[config.mk]
export PLATFORM = sky130hd
export DESIGN_NAME = usb_system_config_control
export DESIGN_NICKNAME = d
export VERILOG_FILES = /design/src/usb_cfg_pkg.sv /design/src/usb_line_resistor.sv /design/src/usb_speed_select.sv /design/src/usb_system_config_control.sv
export VERILOG_INCLUDE_DIRS = /design/src
export SDC_FILE = /design/constraint.sdc
export NUM_CORES = 1
export LEC_CHECK = 0
export ABC_CLOCK_PERIOD_IN_PS = 7000
export BUFFER_PORTS_ARGS = -buffer_cell sky130_fd_sc_hd__clkbuf_2
export CAP_MARGIN = 40
export CORE_ASPECT_RATIO = 1.4
export CORE_MARGIN = 5
export CORE_UTILIZATION = 51
export DETAILED_ROUTE_END_ITERATION = 16
export PLACE_DENSITY = 0.85
export REMOVE_ABC_BUFFERS = 1
export SLEW_MARGIN = 20
export SYNTH_ARGS = -nofsm -noshare
export SYNTH_HDL_FRONTEND = slang
export SYNTH_SLANG_ARGS = --single-unit
[constraint.sdc]
create_clock -name sys_clk -period 7 [get_ports sys_clk]
set_clock_uncertainty 0.15 [all_clocks]
set_input_delay 2.1 -clock sys_clk [delete_from_list [all_inputs] [get_ports sys_clk]]
set_output_delay 2.1 -clock sys_clk [all_outputs]
set_load 0.01 [all_outputs]
[src/usb_cfg_defs.svh]
`ifndef USB_CFG_DEFS_SVH
`define USB_CFG_DEFS_SVH

// ********************************************************************
// register offsets
// ********************************************************************
`define CFG_OFS_PORT0      8'h00
`define CFG_OFS_PORT1      8'h02
`define CFG_OFS_PIN        8'h0E

// ********************************************************************
// field positions of system_config_port0
// ********************************************************************
`define CFG0_CRYSTAL_FREQ_SELECT_HI       15
`define CFG0_CRYSTAL_FREQ_SELECT_LO       14
`define CFG0_OSC_EN        13
`define CFG0_PLL_EN        11
`define CFG0_UCLK_EN       10
`define CFG0_HS_EN         7
`define CFG0_ROLE          6
`define CFG0_PD            5
`define CFG0_PU            4
`define CFG0_USB_EN        0
`define CFG0_WMASK         16'hECF1

// ********************************************************************
// field positions of system_config_port1
// ********************************************************************
`define CFG1_BUSY          12

// ********************************************************************
// reset values
// ********************************************************************
`define CFG0_RESET         16'h0000
`define PIN_CFG_RESET      16'h0000

// ********************************************************************
// pll multiplication factors per crystal choice
// ********************************************************************
`define PLL_MULT_12M       3'h4
`define PLL_MULT_24M       3'h2
`define PLL_MULT_48M       3'h1
`define PLL_MULT_NONE      3'h0

`endif

[src/usb_cfg_pkg.sv]
package usb_cfg_pkg;

	// crystal frequency selection codes
	typedef enum logic [1:0]
	{
		CRYSTAL_FREQ_SELECT_12M = 2'h0,
		CRYSTAL_FREQ_SELECT_24M = 2'h1,
		CRYSTAL_FREQ_SELECT_48M = 2'h2,
		CRYSTAL_FREQ_SELECT_RSV = 2'h3
	} crystal_freq_select_type;

	// controller role
	typedef enum logic
	{
		ROLE_PERIPH = 1'b0,
		ROLE_HOST   = 1'b1
	} role_type;

	// port speed in use
	typedef enum logic [1:0]
	{
		SPD_NONE = 2'h0,
		SPD_LOW  = 2'h1,
		SPD_FULL = 2'h2,
		SPD_HIGH = 2'h3
	} speed_type;

	// speed negotiation states, one-hot
	typedef enum logic [4:0]
	{
		ST_IDLE  = 5'h01,
		ST_FULL  = 5'h02,
		ST_LOW   = 5'h04,
		ST_NEGOT = 5'h08,
		ST_HIGH  = 5'h10
	} speed_state_type;

endpackage

[src/usb_line_resistor.sv]
`timescale 1ns/10ps
module usb_line_resistor
	import usb_cfg_pkg::*;
(
	input  wire logic                sys_clk,
	input  wire logic                rst,
	input  wire usb_cfg_pkg::role_type role_select,
	input  wire logic                line_pulldown_ctrl,
	input  wire logic                dplus_pullup_ctrl,
	output logic                     dp_pullup_oe,
	output logic                     dp_pulldown_oe,
	output logic                     dm_pulldown_oe
);
	logic nxt_pu;
	logic nxt_pd;
	logic pu_ff;
	logic pd_ff;

	// pull-up only as peripheral, pull-downs only as host
	always_comb
	begin
		nxt_pu = dplus_pullup_ctrl && (role_select == ROLE_PERIPH);
		nxt_pd = line_pulldown_ctrl && (role_select == ROLE_HOST);
	end

	// registered so the pad enables never glitch
	always_ff @(posedge sys_clk)
	begin
		if (rst)
		begin
			pu_ff <= 1'b0;
			pd_ff <= 1'b0;
		end
		else
		begin
			pu_ff <= nxt_pu;
			pd_ff <= nxt_pd;
		end
	end

	assign dp_pullup_oe   = pu_ff;
	assign dp_pulldown_oe = pd_ff;
	assign dm_pulldown_oe = pd_ff;
endmodule

[src/usb_speed_select.sv]
`timescale 1ns/10ps
module usb_speed_select
	import usb_cfg_pkg::*;
(
	input  wire logic                  sys_clk,
	input  wire logic                  rst,
	input  wire logic                  enable,
	input  wire usb_cfg_pkg::role_type role_select,
	input  wire logic                  high_speed_enable,
	input  wire logic                  bus_reset_seen,
	input  wire logic                  handshake_hs_ok,
	input  wire logic                  handshake_fail,
	input  wire logic                  lowspeed_attach,
	output usb_cfg_pkg::speed_type     port_speed,
	output logic                       handshake_active
);
	speed_state_type state_ff;
	speed_state_type nxt_state;
	logic            host;

	assign host = (role_select == ROLE_HOST);

	// speed negotiation; low speed exists only in host role
	always_comb
	begin
		nxt_state = state_ff;
		unique case (state_ff)
			ST_IDLE:
				if (host && lowspeed_attach)
					nxt_state = ST_LOW;
				else
					nxt_state = ST_FULL;
			ST_FULL, ST_LOW:
				if (high_speed_enable && bus_reset_seen)
					nxt_state = ST_NEGOT;
			ST_NEGOT:
				if (handshake_hs_ok)
					nxt_state = ST_HIGH;
				else if (handshake_fail)
					nxt_state = ST_FULL;
			ST_HIGH:
				if (!high_speed_enable)
					nxt_state = ST_FULL;
				else if (bus_reset_seen)
					nxt_state = ST_NEGOT;
			default:
				nxt_state = ST_IDLE;
		endcase
		if (!enable)
			nxt_state = ST_IDLE;
	end

	always_ff @(posedge sys_clk)
	begin
		if (rst)
			state_ff <= ST_IDLE;
		else
			state_ff <= nxt_state;
	end

	// speed code straight from the one-hot state
	always_comb
	begin
		unique case (state_ff)
			ST_LOW:  port_speed = SPD_LOW;
			ST_FULL: port_speed = SPD_FULL;
			ST_HIGH: port_speed = SPD_HIGH;
			ST_NEGOT: port_speed = SPD_FULL;
			default: port_speed = SPD_NONE;
		endcase
	end
	assign handshake_active = (state_ff == ST_NEGOT);
endmodule

[src/usb_system_config_control.sv]
// Functional notes
// pll multiplier follows the crystal frequency selection field
// crystal codes: 00 12MHz, 01 24MHz, 10 48MHz, 11 reserved
// software sets crystal field after reset, never while running
// oscillation buffer runs exactly while its enable bit is 1
// no clearing osc enable while busy; writing 1 ends restoration
// auto-clock busy flag reads 1 during restoration, else 0
// 48MHz pll runs exactly while pll enable bit is 1
// usb block clock supplied only while usb clock enable is 1
// with usb clock off only 00H, 02H, 0EH writable; reads always
// peripheral: full speed unless high-speed enable, then handshake
// host: low/full speed, or handshake picks high or full speed
// host software clears high-speed enable on low-speed attach
// host changes high-speed enable between attach and bus reset
// peripheral changes high-speed enable only with pull-up off
// controller acts as host or peripheral per role select
// role select 0 is peripheral, 1 is host
// role select changes only with both resistor controls 0
// resistor decode 00 open, 01 D+ up, 10 both down; no 11
// host role with pull-down bit 1 pulls both lines down
// peripheral pull-up bit drives D+ pull-up; falling releases it
// software sets pull-up as peripheral, pull-down as host
// usb enable bit enables or disables the whole usb block
// usb enable falling clears role-dependent state fields
// usb enable changes only while usb clock enable is 1
// host enables pull-downs and waits for stable lines first
// unassigned bits read 0, writes to them ignored
//
// Chosen here: strobed register access.
`timescale 1ns/10ps
`include "usb_cfg_defs.svh"
module usb_system_config_control
	import usb_cfg_pkg::*;
(
	input  wire logic              sys_clk,
	input  wire logic              rst,
	input  wire logic [7:0]        reg_addr,
	input  wire logic [15:0]       reg_wr_data,
	input  wire logic              reg_wr_stb,
	input  wire logic              reg_rd_stb,
	output logic [15:0]            reg_rd_data,
	output logic                   ext_wr_stb,
	input  wire logic [15:0]       ext_rd_data,
	input  wire logic              restore_start,
	input  wire logic              clock_restored,
	input  wire logic              bus_reset_seen,
	input  wire logic              handshake_hs_ok,
	input  wire logic              handshake_fail,
	input  wire logic              lowspeed_attach,
	output logic                   osc_buffer_run,
	output logic                   pll_run,
	output logic [2:0]             pll_multiplier,
	output logic                   usb_clock_gate,
	output logic                   usb_block_enable,
	output usb_cfg_pkg::role_type  role_select,
	output usb_cfg_pkg::speed_type port_speed,
	output logic                   handshake_active,
	output logic                   dp_pullup_oe,
	output logic                   dp_pulldown_oe,
	output logic                   dm_pulldown_oe,
	output logic                   clr_periph_state,
	output logic                   clr_host_state,
	output logic                   auto_clock_busy,
	output logic [15:0]            pin_config
);
	import usb_cfg_pkg::*;

	// ****************************************************************
	// address decode
	// ****************************************************************
	logic        hit_cfg0;
	logic        hit_cfg1;
	logic        hit_pin;
	logic        hit_own;
	logic        wr_cfg0;
	logic        wr_pin;

	assign hit_cfg0 = (reg_addr == `CFG_OFS_PORT0);
	assign hit_cfg1 = (reg_addr == `CFG_OFS_PORT1);
	assign hit_pin  = (reg_addr == `CFG_OFS_PIN);
	assign hit_own  = hit_cfg0 || hit_cfg1 || hit_pin;
	// own registers stay writable with the usb clock off
	assign wr_cfg0  = reg_wr_stb && hit_cfg0;
	assign wr_pin   = reg_wr_stb && hit_pin;

	// ****************************************************************
	// configuration register state
	// ****************************************************************
	logic [15:0] cfg0_ff;
	logic [15:0] nxt_cfg0;
	logic [15:0] pin_ff;
	logic [15:0] nxt_pin;
	logic        busy_ff;
	logic        nxt_busy;
	logic        clr_p_ff;
	logic        nxt_clr_p;
	logic        clr_h_ff;
	logic        nxt_clr_h;
	logic [15:0] rd_ff;
	logic [15:0] nxt_rd;
	logic        en_fall;
	logic        osc_set_wr;

	// unassigned positions are masked off on every write
	always_comb
	begin
		nxt_cfg0 = cfg0_ff;
		if (wr_cfg0)
			nxt_cfg0 = reg_wr_data & `CFG0_WMASK;
		nxt_pin = pin_ff;
		if (wr_pin)
			nxt_pin = reg_wr_data;
	end

	assign en_fall    = cfg0_ff[`CFG0_USB_EN] && !nxt_cfg0[`CFG0_USB_EN];
	assign osc_set_wr = wr_cfg0 && reg_wr_data[`CFG0_OSC_EN];

	// restoration flag: a start in the same cycle as an end wins
	always_comb
	begin
		nxt_busy = busy_ff;
		if ((clock_restored && cfg0_ff[`CFG0_UCLK_EN]) || osc_set_wr)
			nxt_busy = 1'b0;
		if (restore_start)
			nxt_busy = 1'b1;
	end

	// one-cycle clear pulses qualified by the current role
	always_comb
	begin
		nxt_clr_p = en_fall && !cfg0_ff[`CFG0_ROLE];
		nxt_clr_h = en_fall && cfg0_ff[`CFG0_ROLE];
	end

	// read data are valid only in the cycle after the strobe
	always_comb
	begin
		nxt_rd = 16'h0000;
		if (reg_rd_stb)
		begin
			if (hit_cfg0)
				nxt_rd = cfg0_ff;
			else if (hit_cfg1)
				nxt_rd = {3'h0, busy_ff, 12'h000};
			else if (hit_pin)
				nxt_rd = pin_ff;
			else
				nxt_rd = ext_rd_data;
		end
	end

	always_ff @(posedge sys_clk)
	begin
		if (rst)
		begin
			cfg0_ff  <= `CFG0_RESET;
			pin_ff   <= `PIN_CFG_RESET;
			busy_ff  <= 1'b0;
			clr_p_ff <= 1'b0;
			clr_h_ff <= 1'b0;
			rd_ff    <= 16'h0000;
		end
		else
		begin
			cfg0_ff  <= nxt_cfg0;
			pin_ff   <= nxt_pin;
			busy_ff  <= nxt_busy;
			clr_p_ff <= nxt_clr_p;
			clr_h_ff <= nxt_clr_h;
			rd_ff    <= nxt_rd;
		end
	end

	// ****************************************************************
	// clock controls and role outputs
	// ****************************************************************
	crystal_freq_select_type    crystal_freq_select_sel;
	logic [2:0]  mult;

	assign crystal_freq_select_sel = crystal_freq_select_type'(cfg0_ff[`CFG0_CRYSTAL_FREQ_SELECT_HI:`CFG0_CRYSTAL_FREQ_SELECT_LO]);

	// reserved crystal code leaves the pll with no factor
	always_comb
	begin
		unique case (crystal_freq_select_sel)
			CRYSTAL_FREQ_SELECT_12M: mult = `PLL_MULT_12M;
			CRYSTAL_FREQ_SELECT_24M: mult = `PLL_MULT_24M;
			CRYSTAL_FREQ_SELECT_48M: mult = `PLL_MULT_48M;
			CRYSTAL_FREQ_SELECT_RSV: mult = `PLL_MULT_NONE;
		endcase
	end

	assign pll_multiplier   = mult;
	assign osc_buffer_run   = cfg0_ff[`CFG0_OSC_EN];
	assign pll_run          = cfg0_ff[`CFG0_PLL_EN];
	assign usb_clock_gate   = cfg0_ff[`CFG0_UCLK_EN];
	assign usb_block_enable = cfg0_ff[`CFG0_USB_EN];
	assign role_select      = role_type'(cfg0_ff[`CFG0_ROLE]);
	assign auto_clock_busy  = busy_ff;
	assign pin_config       = pin_ff;
	assign clr_periph_state = clr_p_ff;
	assign clr_host_state   = clr_h_ff;
	assign reg_rd_data      = rd_ff;
	// foreign writes pass only while the usb block has its clock
	assign ext_wr_stb = reg_wr_stb && !hit_own
		&& cfg0_ff[`CFG0_UCLK_EN];

	// ****************************************************************
	// port line resistors and speed selection
	// ****************************************************************
	usb_line_resistor u_resistor
	(
		.sys_clk            (sys_clk),
		.rst                (rst),
		.role_select        (role_select),
		.line_pulldown_ctrl (cfg0_ff[`CFG0_PD]),
		.dplus_pullup_ctrl  (cfg0_ff[`CFG0_PU]),
		.dp_pullup_oe       (dp_pullup_oe),
		.dp_pulldown_oe     (dp_pulldown_oe),
		.dm_pulldown_oe     (dm_pulldown_oe)
	);

	usb_speed_select u_speed
	(
		.sys_clk           (sys_clk),
		.rst               (rst),
		.enable            (cfg0_ff[`CFG0_USB_EN]),
		.role_select       (role_select),
		.high_speed_enable (cfg0_ff[`CFG0_HS_EN]),
		.bus_reset_seen    (bus_reset_seen),
		.handshake_hs_ok   (handshake_hs_ok),
		.handshake_fail    (handshake_fail),
		.lowspeed_attach   (lowspeed_attach),
		.port_speed        (port_speed),
		.handshake_active  (handshake_active)
	);
endmodule

==> results by group, run 1 <==
Run status
  – Status: finished, final reports clean

Global routing
  – Number of global-route vias before repair: around 2200
  – Initial antenna violation count: 0
  – First-pass GRT wire length: around 10000 um
  – Grt ovf: 0
  – Total global-route track usage: 22.2%
  – Largest net degree at the start of global routing: 32

Routing
  – Drt via density: 5.51
  – 1st-iter DRT viols: between 100 and 150
  – Drt wl/cell: 15.7 um
  – Final ANT Viol Nets: 0
  – Final WL: approximately 6200 um
  – Via Count: 2178
  – DRT Pass-1 Iters: 4
  – Detailed-route DRC error count: 0

Synth
  – XOR/XNOR share of the synthesized area: less than 1%
  – Cell variety after synth: 46
  – Mux contribution to synthesized area: roughly 17%
  – Largest family of logic cells by synthesized area: simple AND/OR/NAND/NOR gates
  – Yosys top cell area share: 45.4%
  – Post-Synth Adder-Cell Area: 0%
  – Mapped Cells: between 200 and 250
  – Seq cells post-synth: 52
  – Compound-Gate Fraction of Synth Area: ~13%
  – Async S/R FF share, synth: 0%
  – Synthesized area: approximately 0.0023 mm^2
  – Most area-hungry cell type in the Yosys netlist: dfxtp_1
  – Avg Synthesized Cell Area: 9.43 um^2
  – Synth area leaders: dfxtp_1 45%, mux2i_1 17%, nor2_1 6.1%, a211oi_1 3.6%, a21oi_1 3.1%
  – Post-Synth Simple-Gate Area: a little under a fifth
  – Count leader, synth: dfxtp_1
  – Most frequent cells after synthesis: 52 x dfxtp_1, 40 x mux2i_1, 37 x nor2_1
  – Post-synth EDFFs: 0
  – Yosys warns: 0
  – Primary FF master, synth: dfxtp_1
  – Post-synthesis sequential area ratio: between 40% and 50%

Place
  – Post-DP Area: about 0.0028 mm^2
  – Post-placement cell count: 387
  – RePlAce Congestion: approximately 0.82
  – Post-Place Setup Slack: 1.14 ns
  – DP HPWL: around 4700 um
  – Port Buffers: between 90 and 100

Clocking
  – Post-cts resize count: 0
  – Clk slew on worst S/H paths: ~0.09 ns
  – Num CTS Buffers: 5
  – Clk_lat worst skew: roughly 0.30 ns
  – Postcts setup bufs: 0
  – TritonCTS clock tree: yes
  – Longest Clk Path Bufs: 2
  – Root buf cell: clkbuf_8
  – Post-CTS Hold Buffers: 0
  – H-tree depth: 2
  – Clock sink count: between 50 and 60

Timing
  – Slew HR: between 40 and 50%
  – Worst Max-Slew Pin Slew: 0.751 ns
  – Fin. max-slew vios: 0
  – Fin. Hold Viols: 0
  – Fin crit share: 84.1%
  – Fmax: roughly 0.17 GHz
  – Final setup margin: 1.11 ns
  – Final hold slack: about 0.3 ns
  – RSZ-0062 raised after global routing: no
  – Endpoints failing setup: 0
  – Period minus WS final: about 5.9 ns
  – Setup TNS: 0 ns

Min path
  – Hold/Removal Path Class: reg2reg

Job
  – Maximum capacitance violations: 0

Cells and area
  – Cell area after layout: roughly 0.0029 mm^2
  – Layout cell share with drive strength beyond 1: ~34%
  – Non-filler cells, final: around 400
  – Layout fillers: roughly 370
  – FF+latch area: between 0.001 and 0.0015 mm^2
  – Layout net count: 384
  – # diodes: 0
  – Area grow syn2layout: 27.9%
  – Area of the multi-input gates: around 0.0011 mm^2

Die
  – Core area: 0.00431 mm^2
  – IO Count: 100
  – Die W: about 67 um
  – Die ar.: between 0.005 and 0.006 mm^2
  – Die Span Y: approximately 89 um
  – Site Rows: 28
  – Initial Util: between 50% and 60%

Critical path
  – Arrival time of the worst setup path: roughly 3.6 ns
  – WP data required: 4.75 ns
  – Setup CP Type: in2out
  – Nature of the critical path endpoint: primary output
  – Worst Path Max Fanout: 6
  – Setup crit start kind: primary input

Power
  – VDD IR max: about 160 uV
  – Cell Pwr Density: 191 mW/mm^2
  – Leakage: around 1.4 nW
-- worst paths after layout --
| check | start | cells after the start | slack, ns | to |
|---|---|---|---|---|
| worst min-delay path | cfg0_ff[5] | 2 | 0.30 | u_resistor.dm_pulldown_oe |
| worst max register to register | u_speed.state_ff[2] | 4 | 4.89 | u_speed.state_ff[1] |
| worst min register to register | cfg0_ff[5] | 2 | 0.30 | u_resistor.dm_pulldown_oe |
| worst max-delay path | reg_addr[4] | 5 | 1.11 | ext_wr_stb |
-- cells by family after synthesis --
| group | count (synthesis) |
|---|---|
| compound gates | 44 |
| xor+xnor | 2 |
| buf+inv | 24 |
| flops | 52 |
| mux | 40 |
| simple gates | 81 |
-- layer usage --
layer	track usage, %	vias up	wire length, um
li1	-	1048	-
met1	23.3	1018	2370
met2	39.6	92	3240
met3	5.16	20	377
met4	13.9	0	221
met5	0	-	0
-- registers in the layout (all words and copies together), names as in the netlist --
register / count
u_resistor.dm_pulldown_oe: 1
auto_clock_busy: 1
reg_rd_data: 16
u_resistor.dp_pullup_oe: 1
clr_host_state: 1
pin_config: 16
u_speed.state_ff: 5
cfg0_ff: 10
clr_periph_state: 1
-- final cells by class --
class / instances / share of cell area [%]
Clock buffer: 7 / 3.29
Clock inverter: 1 / 1.02
Inverter: 6 / 0.769
Multi-Input combinational cell: 167 / 39.0
Sequential cell: 52 / 35.5
Tap cell: 60 / 2.56
Timing Repair Buffer: 102 / 17.8
-- through the flow --
step | power [mW] | utilization, %
6_report | 0.560 | 68.0
5_1_grt | 0.582 | 68.0
4_1_cts | 0.566 | 68.0
3_5_place_dp | 0.350 | 65.1
3_3_place_gp | 0.348 | 64.6
2_1_floorplan | 0.322 | -
-- cell usage in the layout, fill, tap and decap left out, drive strengths merged, types with 2 or more instances in the layout --
cell and n:
nand2b 3, mux2i 40, nor2b 4, dfxtp 52, inv 6, a21oi 14, and3 3, or4 2
nor3 9, o21ai 5, a211oi 11, or3 2, xor2 2, nor2 37, o21a 2, nand4b 2
clkbuf 106, nor3b 3, nand3 3, nor4 2, buf 3, nand2 4
-- worst max-delay path, stage by stage --
cell      delay (ns)
clkbuf_2        0.10
or4_4           0.57
nor3_1          0.60
nor2_1          0.11
clkbuf_2        0.15
-- power breakdown --
| group | switching (mW) | internal (mW) | total, mW |
|---|---|---|---|
| sequential | 0.00190 | 0.300 | 0.302 |
| clock | 0.0916 | 0.126 | 0.218 |
| combinational | 0.0222 | 0.0188 | 0.0409 |
| total | 0.116 | 0.445 | 0.560 |
Note: power is estimated with default switching activity, not from simulation.
==> inputs of run 2 (changes only) <==
--- a/config.mk
+++ b/config.mk
@@ -6,14 +6,14 @@
 export SDC_FILE = /design/constraint.sdc
 export NUM_CORES = 1
 export LEC_CHECK = 0
-export ABC_CLOCK_PERIOD_IN_PS = 7000
+export ABC_CLOCK_PERIOD_IN_PS = 5750
 export BUFFER_PORTS_ARGS = -buffer_cell sky130_fd_sc_hd__clkbuf_2
 export CAP_MARGIN = 40
 export CORE_ASPECT_RATIO = 1.4
 export CORE_MARGIN = 5
-export CORE_UTILIZATION = 51
+export CORE_UTILIZATION = 47
 export DETAILED_ROUTE_END_ITERATION = 16
-export PLACE_DENSITY = 0.85
+export PLACE_DENSITY = 0.79
 export REMOVE_ABC_BUFFERS = 1
 export SLEW_MARGIN = 20
 export SYNTH_ARGS = -nofsm -noshare
==> constraint.sdc (replaced) <==
create_clock -name sys_clk -period 5.75 [get_ports sys_clk]
set_clock_uncertainty 0.15 [all_clocks]
set_input_delay 1.725 -clock sys_clk [delete_from_list [all_inputs] [get_ports sys_clk]]
set_output_delay 1.725 -clock sys_clk [all_outputs]
set_load 0.01 [all_outputs]
==> run 2 against run 1 <==
Final area shrank 0.56%; sequential share of layout area grew 0.20 points; sequential cell count is the same; core utilization shrank 7.4 points; first-iteration DRC count shrank 39%; die area grew 7.4%; clock power shrank 4%; critical path depth grew 1; critical endpoint unchanged; total power grew 12%; register-to-register slack lost 1.3 ns; routed wire length shrank 5.9%.
==> results by group, run 2 (synthesis results as in run 1) <==
Timing
  – Fin crit share: 83.4%
  – Endpoints failing setup: 0
  – Slew HR: roughly half
  – Period minus WS final: 4.79 ns
  – Fmax: roughly 0.21 GHz
  – RSZ-0062 raised after global routing: no
  – Fin. Hold Viols: 0
  – Setup TNS: 0 ns
  – Fin. max-slew vios: 0
  – Worst Max-Slew Pin Slew: about 0.7 ns

Cells and area
  – Layout fillers: approximately 470
  – FF+latch area: about 0.0010 mm^2
  – # diodes: 0
  – Leading cell type in the layout, fill and taps excluded: clkbuf_2
  – Core Util, Final: about three fifths
  – Commonest non-fill, non-tap cells in the layout: 99 x clkbuf_2, 52 x dfxtp_1, 40 x mux2i_1
  – Non-filler cells, final: 400
  – Area grow syn2layout: 27.2%
  – Layout cell share with drive strength beyond 1: between 30% and 40%
  – Area of the multi-input gates: 0.00114 mm^2
  – Layout net count: roughly 390

Power
  – Comb pwr share: around 8%
  – Internal power: 486 uW
  – VDD IR max: ~180 uV
  – Clock Power Share: about 34%
  – Seq pwr share: between 50% and 60%
  – Cell Pwr Density: between 200 and 250 mW/mm^2
  – Net switching power figure: approximately 140 uW
  – Leakage: approximately 1.4 nW
  – Switching portion of total power: 22.3%

Die
  – Initial Util: approximately 48%
  – Site Rows: 30
  – Die Span Y: between 90 and 100 um
  – Die ar.: approximately 0.0064 mm^2
  – Die W: 69.0 um
  – Core area: ~0.0048 mm^2
  – IO Count: 100

Critical path
  – Arrival time of the worst setup path: between 2 and 3 ns
  – Critical path origin: reg_addr[4]
  – Worst-case reg-to-reg path depth: 4
  – Crit path depth: 6
  – Worst stage delay on the critical path: between 0.5 and 0.6 ns
  – Worst path slowest cell: or4_4
  – Top Family by Delay on Critical Path: simple AND/OR/NAND/NOR gates
  – Setup CP Type: in2out
  – CP endpoint: ext_wr_stb
  – Setup crit start kind: primary input
  – WP data required: between 3 and 4 ns
  – Origin of the critical flop-to-flop path: u_speed.state_ff[2]
  – Crit-path cells: clkbuf_2 -> or4_4 -> nor3_1 -> buf_4 -> nor2_1 -> clkbuf_2
  – Reg-to-reg setup timing slack: approximately 3.6 ns
  – Worst Path Buf+Inv: 3
  – R2R Path End: u_speed.state_ff[1]
  – Worst Path Max Fanout: 6
  – Nature of the critical path endpoint: primary output
  – Cell mode on critical path: clkbuf_2

Global routing
  – Total global-route track usage: between 10% and 20%
  – Number of global-route vias before repair: 2134
  – Largest net degree at the start of global routing: 32
  – Initial antenna violation count: 0
  – Grt ovf: 0
  – First-pass GRT wire length: around 9900 um

Clocking
  – TritonCTS clock tree: yes
  – Postcts setup bufs: 0
  – H-tree depth: 2
  – Clk slew on worst S/H paths: ~0.08 ns
  – Num CTS Buffers: 5
  – Post-CTS Hold Buffers: 0
  – Root buf cell: clkbuf_8
  – Clk_lat worst skew: approximately 0.30 ns
  – Post-cts resize count: 0
  – Clock sink count: 52
  – Longest Clk Path Bufs: 2

Routing
  – Final ANT Viol Nets: 0
  – Final WL: a little under 6000 um
  – Via Count: between 2000 and 2500
  – DRT Pass-1 Iters: 4
  – Drt wl/cell: ~15 um
  – 1st-iter DRT viols: 72
  – Drt via density: 5.33
  – Detailed-route DRC error count: 0

Run status
  – Status: finished, final reports clean

Job
  – Maximum capacitance violations: 0

Min path
  – Hold/Removal Path Class: reg2reg

Place
  – Post-placement cell count: 392
  – Port Buffers: slightly below 100
  – DP HPWL: between 4000 and 5000 um
  – RePlAce Congestion: 0.864
==> run 2: changes by cell type in the layout (fill, tap and decap cells not counted), sizes merged <==
cell	delta
bufinv	-1
clkbuf	+1
buf	+1
==> run 2: cell type report <==
class / instances / area share, %
Clock buffer: 8 / 3.09
Inverter: 6 / 0.773
Multi-Input combinational cell: 167 / 39.2
Sequential cell: 52 / 35.7
Tap cell: 64 / 2.75
Timing Repair Buffer: 103 / 18.4
==> run 2: routing by layer <==
metal	wire, um	track usage [%]
met2	2930	32.4
met1	2360	22.4
met5	0	0
met3	457	5.75
met4	93	6.19
==> run 2: how the worst min path moves through the flow <==
stage / to / depth (start not counted) / slack [ns] / from
floorplan: u_resistor.dm_pulldown_oe / 2 / 0.27 / cfg0_ff[5]
global placement: u_resistor.dm_pulldown_oe / 2 / 0.30 / cfg0_ff[5]
detailed placement: u_resistor.dm_pulldown_oe / 2 / 0.30 / cfg0_ff[5]
CTS: u_resistor.dm_pulldown_oe / 2 / 0.31 / cfg0_ff[5]
global route: u_resistor.dm_pulldown_oe / 2 / 0.35 / cfg0_ff[5]
finish: u_resistor.dm_pulldown_oe / 2 / 0.31 / cfg0_ff[5]
==> run 2: worst reg2reg max path: stages (launching register included) <==
cell and delay, ns:
dfxtp_1 0.55, and3b_1 0.24, o311ai_0 0.56, nor2_1 0.11
a2111oi_0 0.44
==> run 2: through the flow <==
step / cell area [um^2] / hold slack [ns] / power, mW / setup slack (ns)
3_5_place_dp: 2820 / 0.301 / 0.426 / 0.957
3_3_place_gp: 2800 / 0.296 / 0.424 / 0.954
6_report: 2910 / 0.312 / 0.626 / 0.956
2_1_floorplan: 2210 / 0.272 / 0.392 / 0.801
5_1_grt: 2910 / 0.353 / 0.653 / 0.856
4_1_cts: 2910 / 0.313 / 0.633 / 0.956
==> run 2: power by group through the flow <==
stage	Sequential (mW)	Clock, mW	Combinational, mW
4_1_cts	0.367	0.216	0.0502
3_5_place_dp	0.376	0	0.0501
2_1_floorplan	0.378	0	0.0140
3_3_place_gp	0.376	0	0.0487
5_1_grt	0.368	0.230	0.0553
6_report	0.367	0.209	0.0495
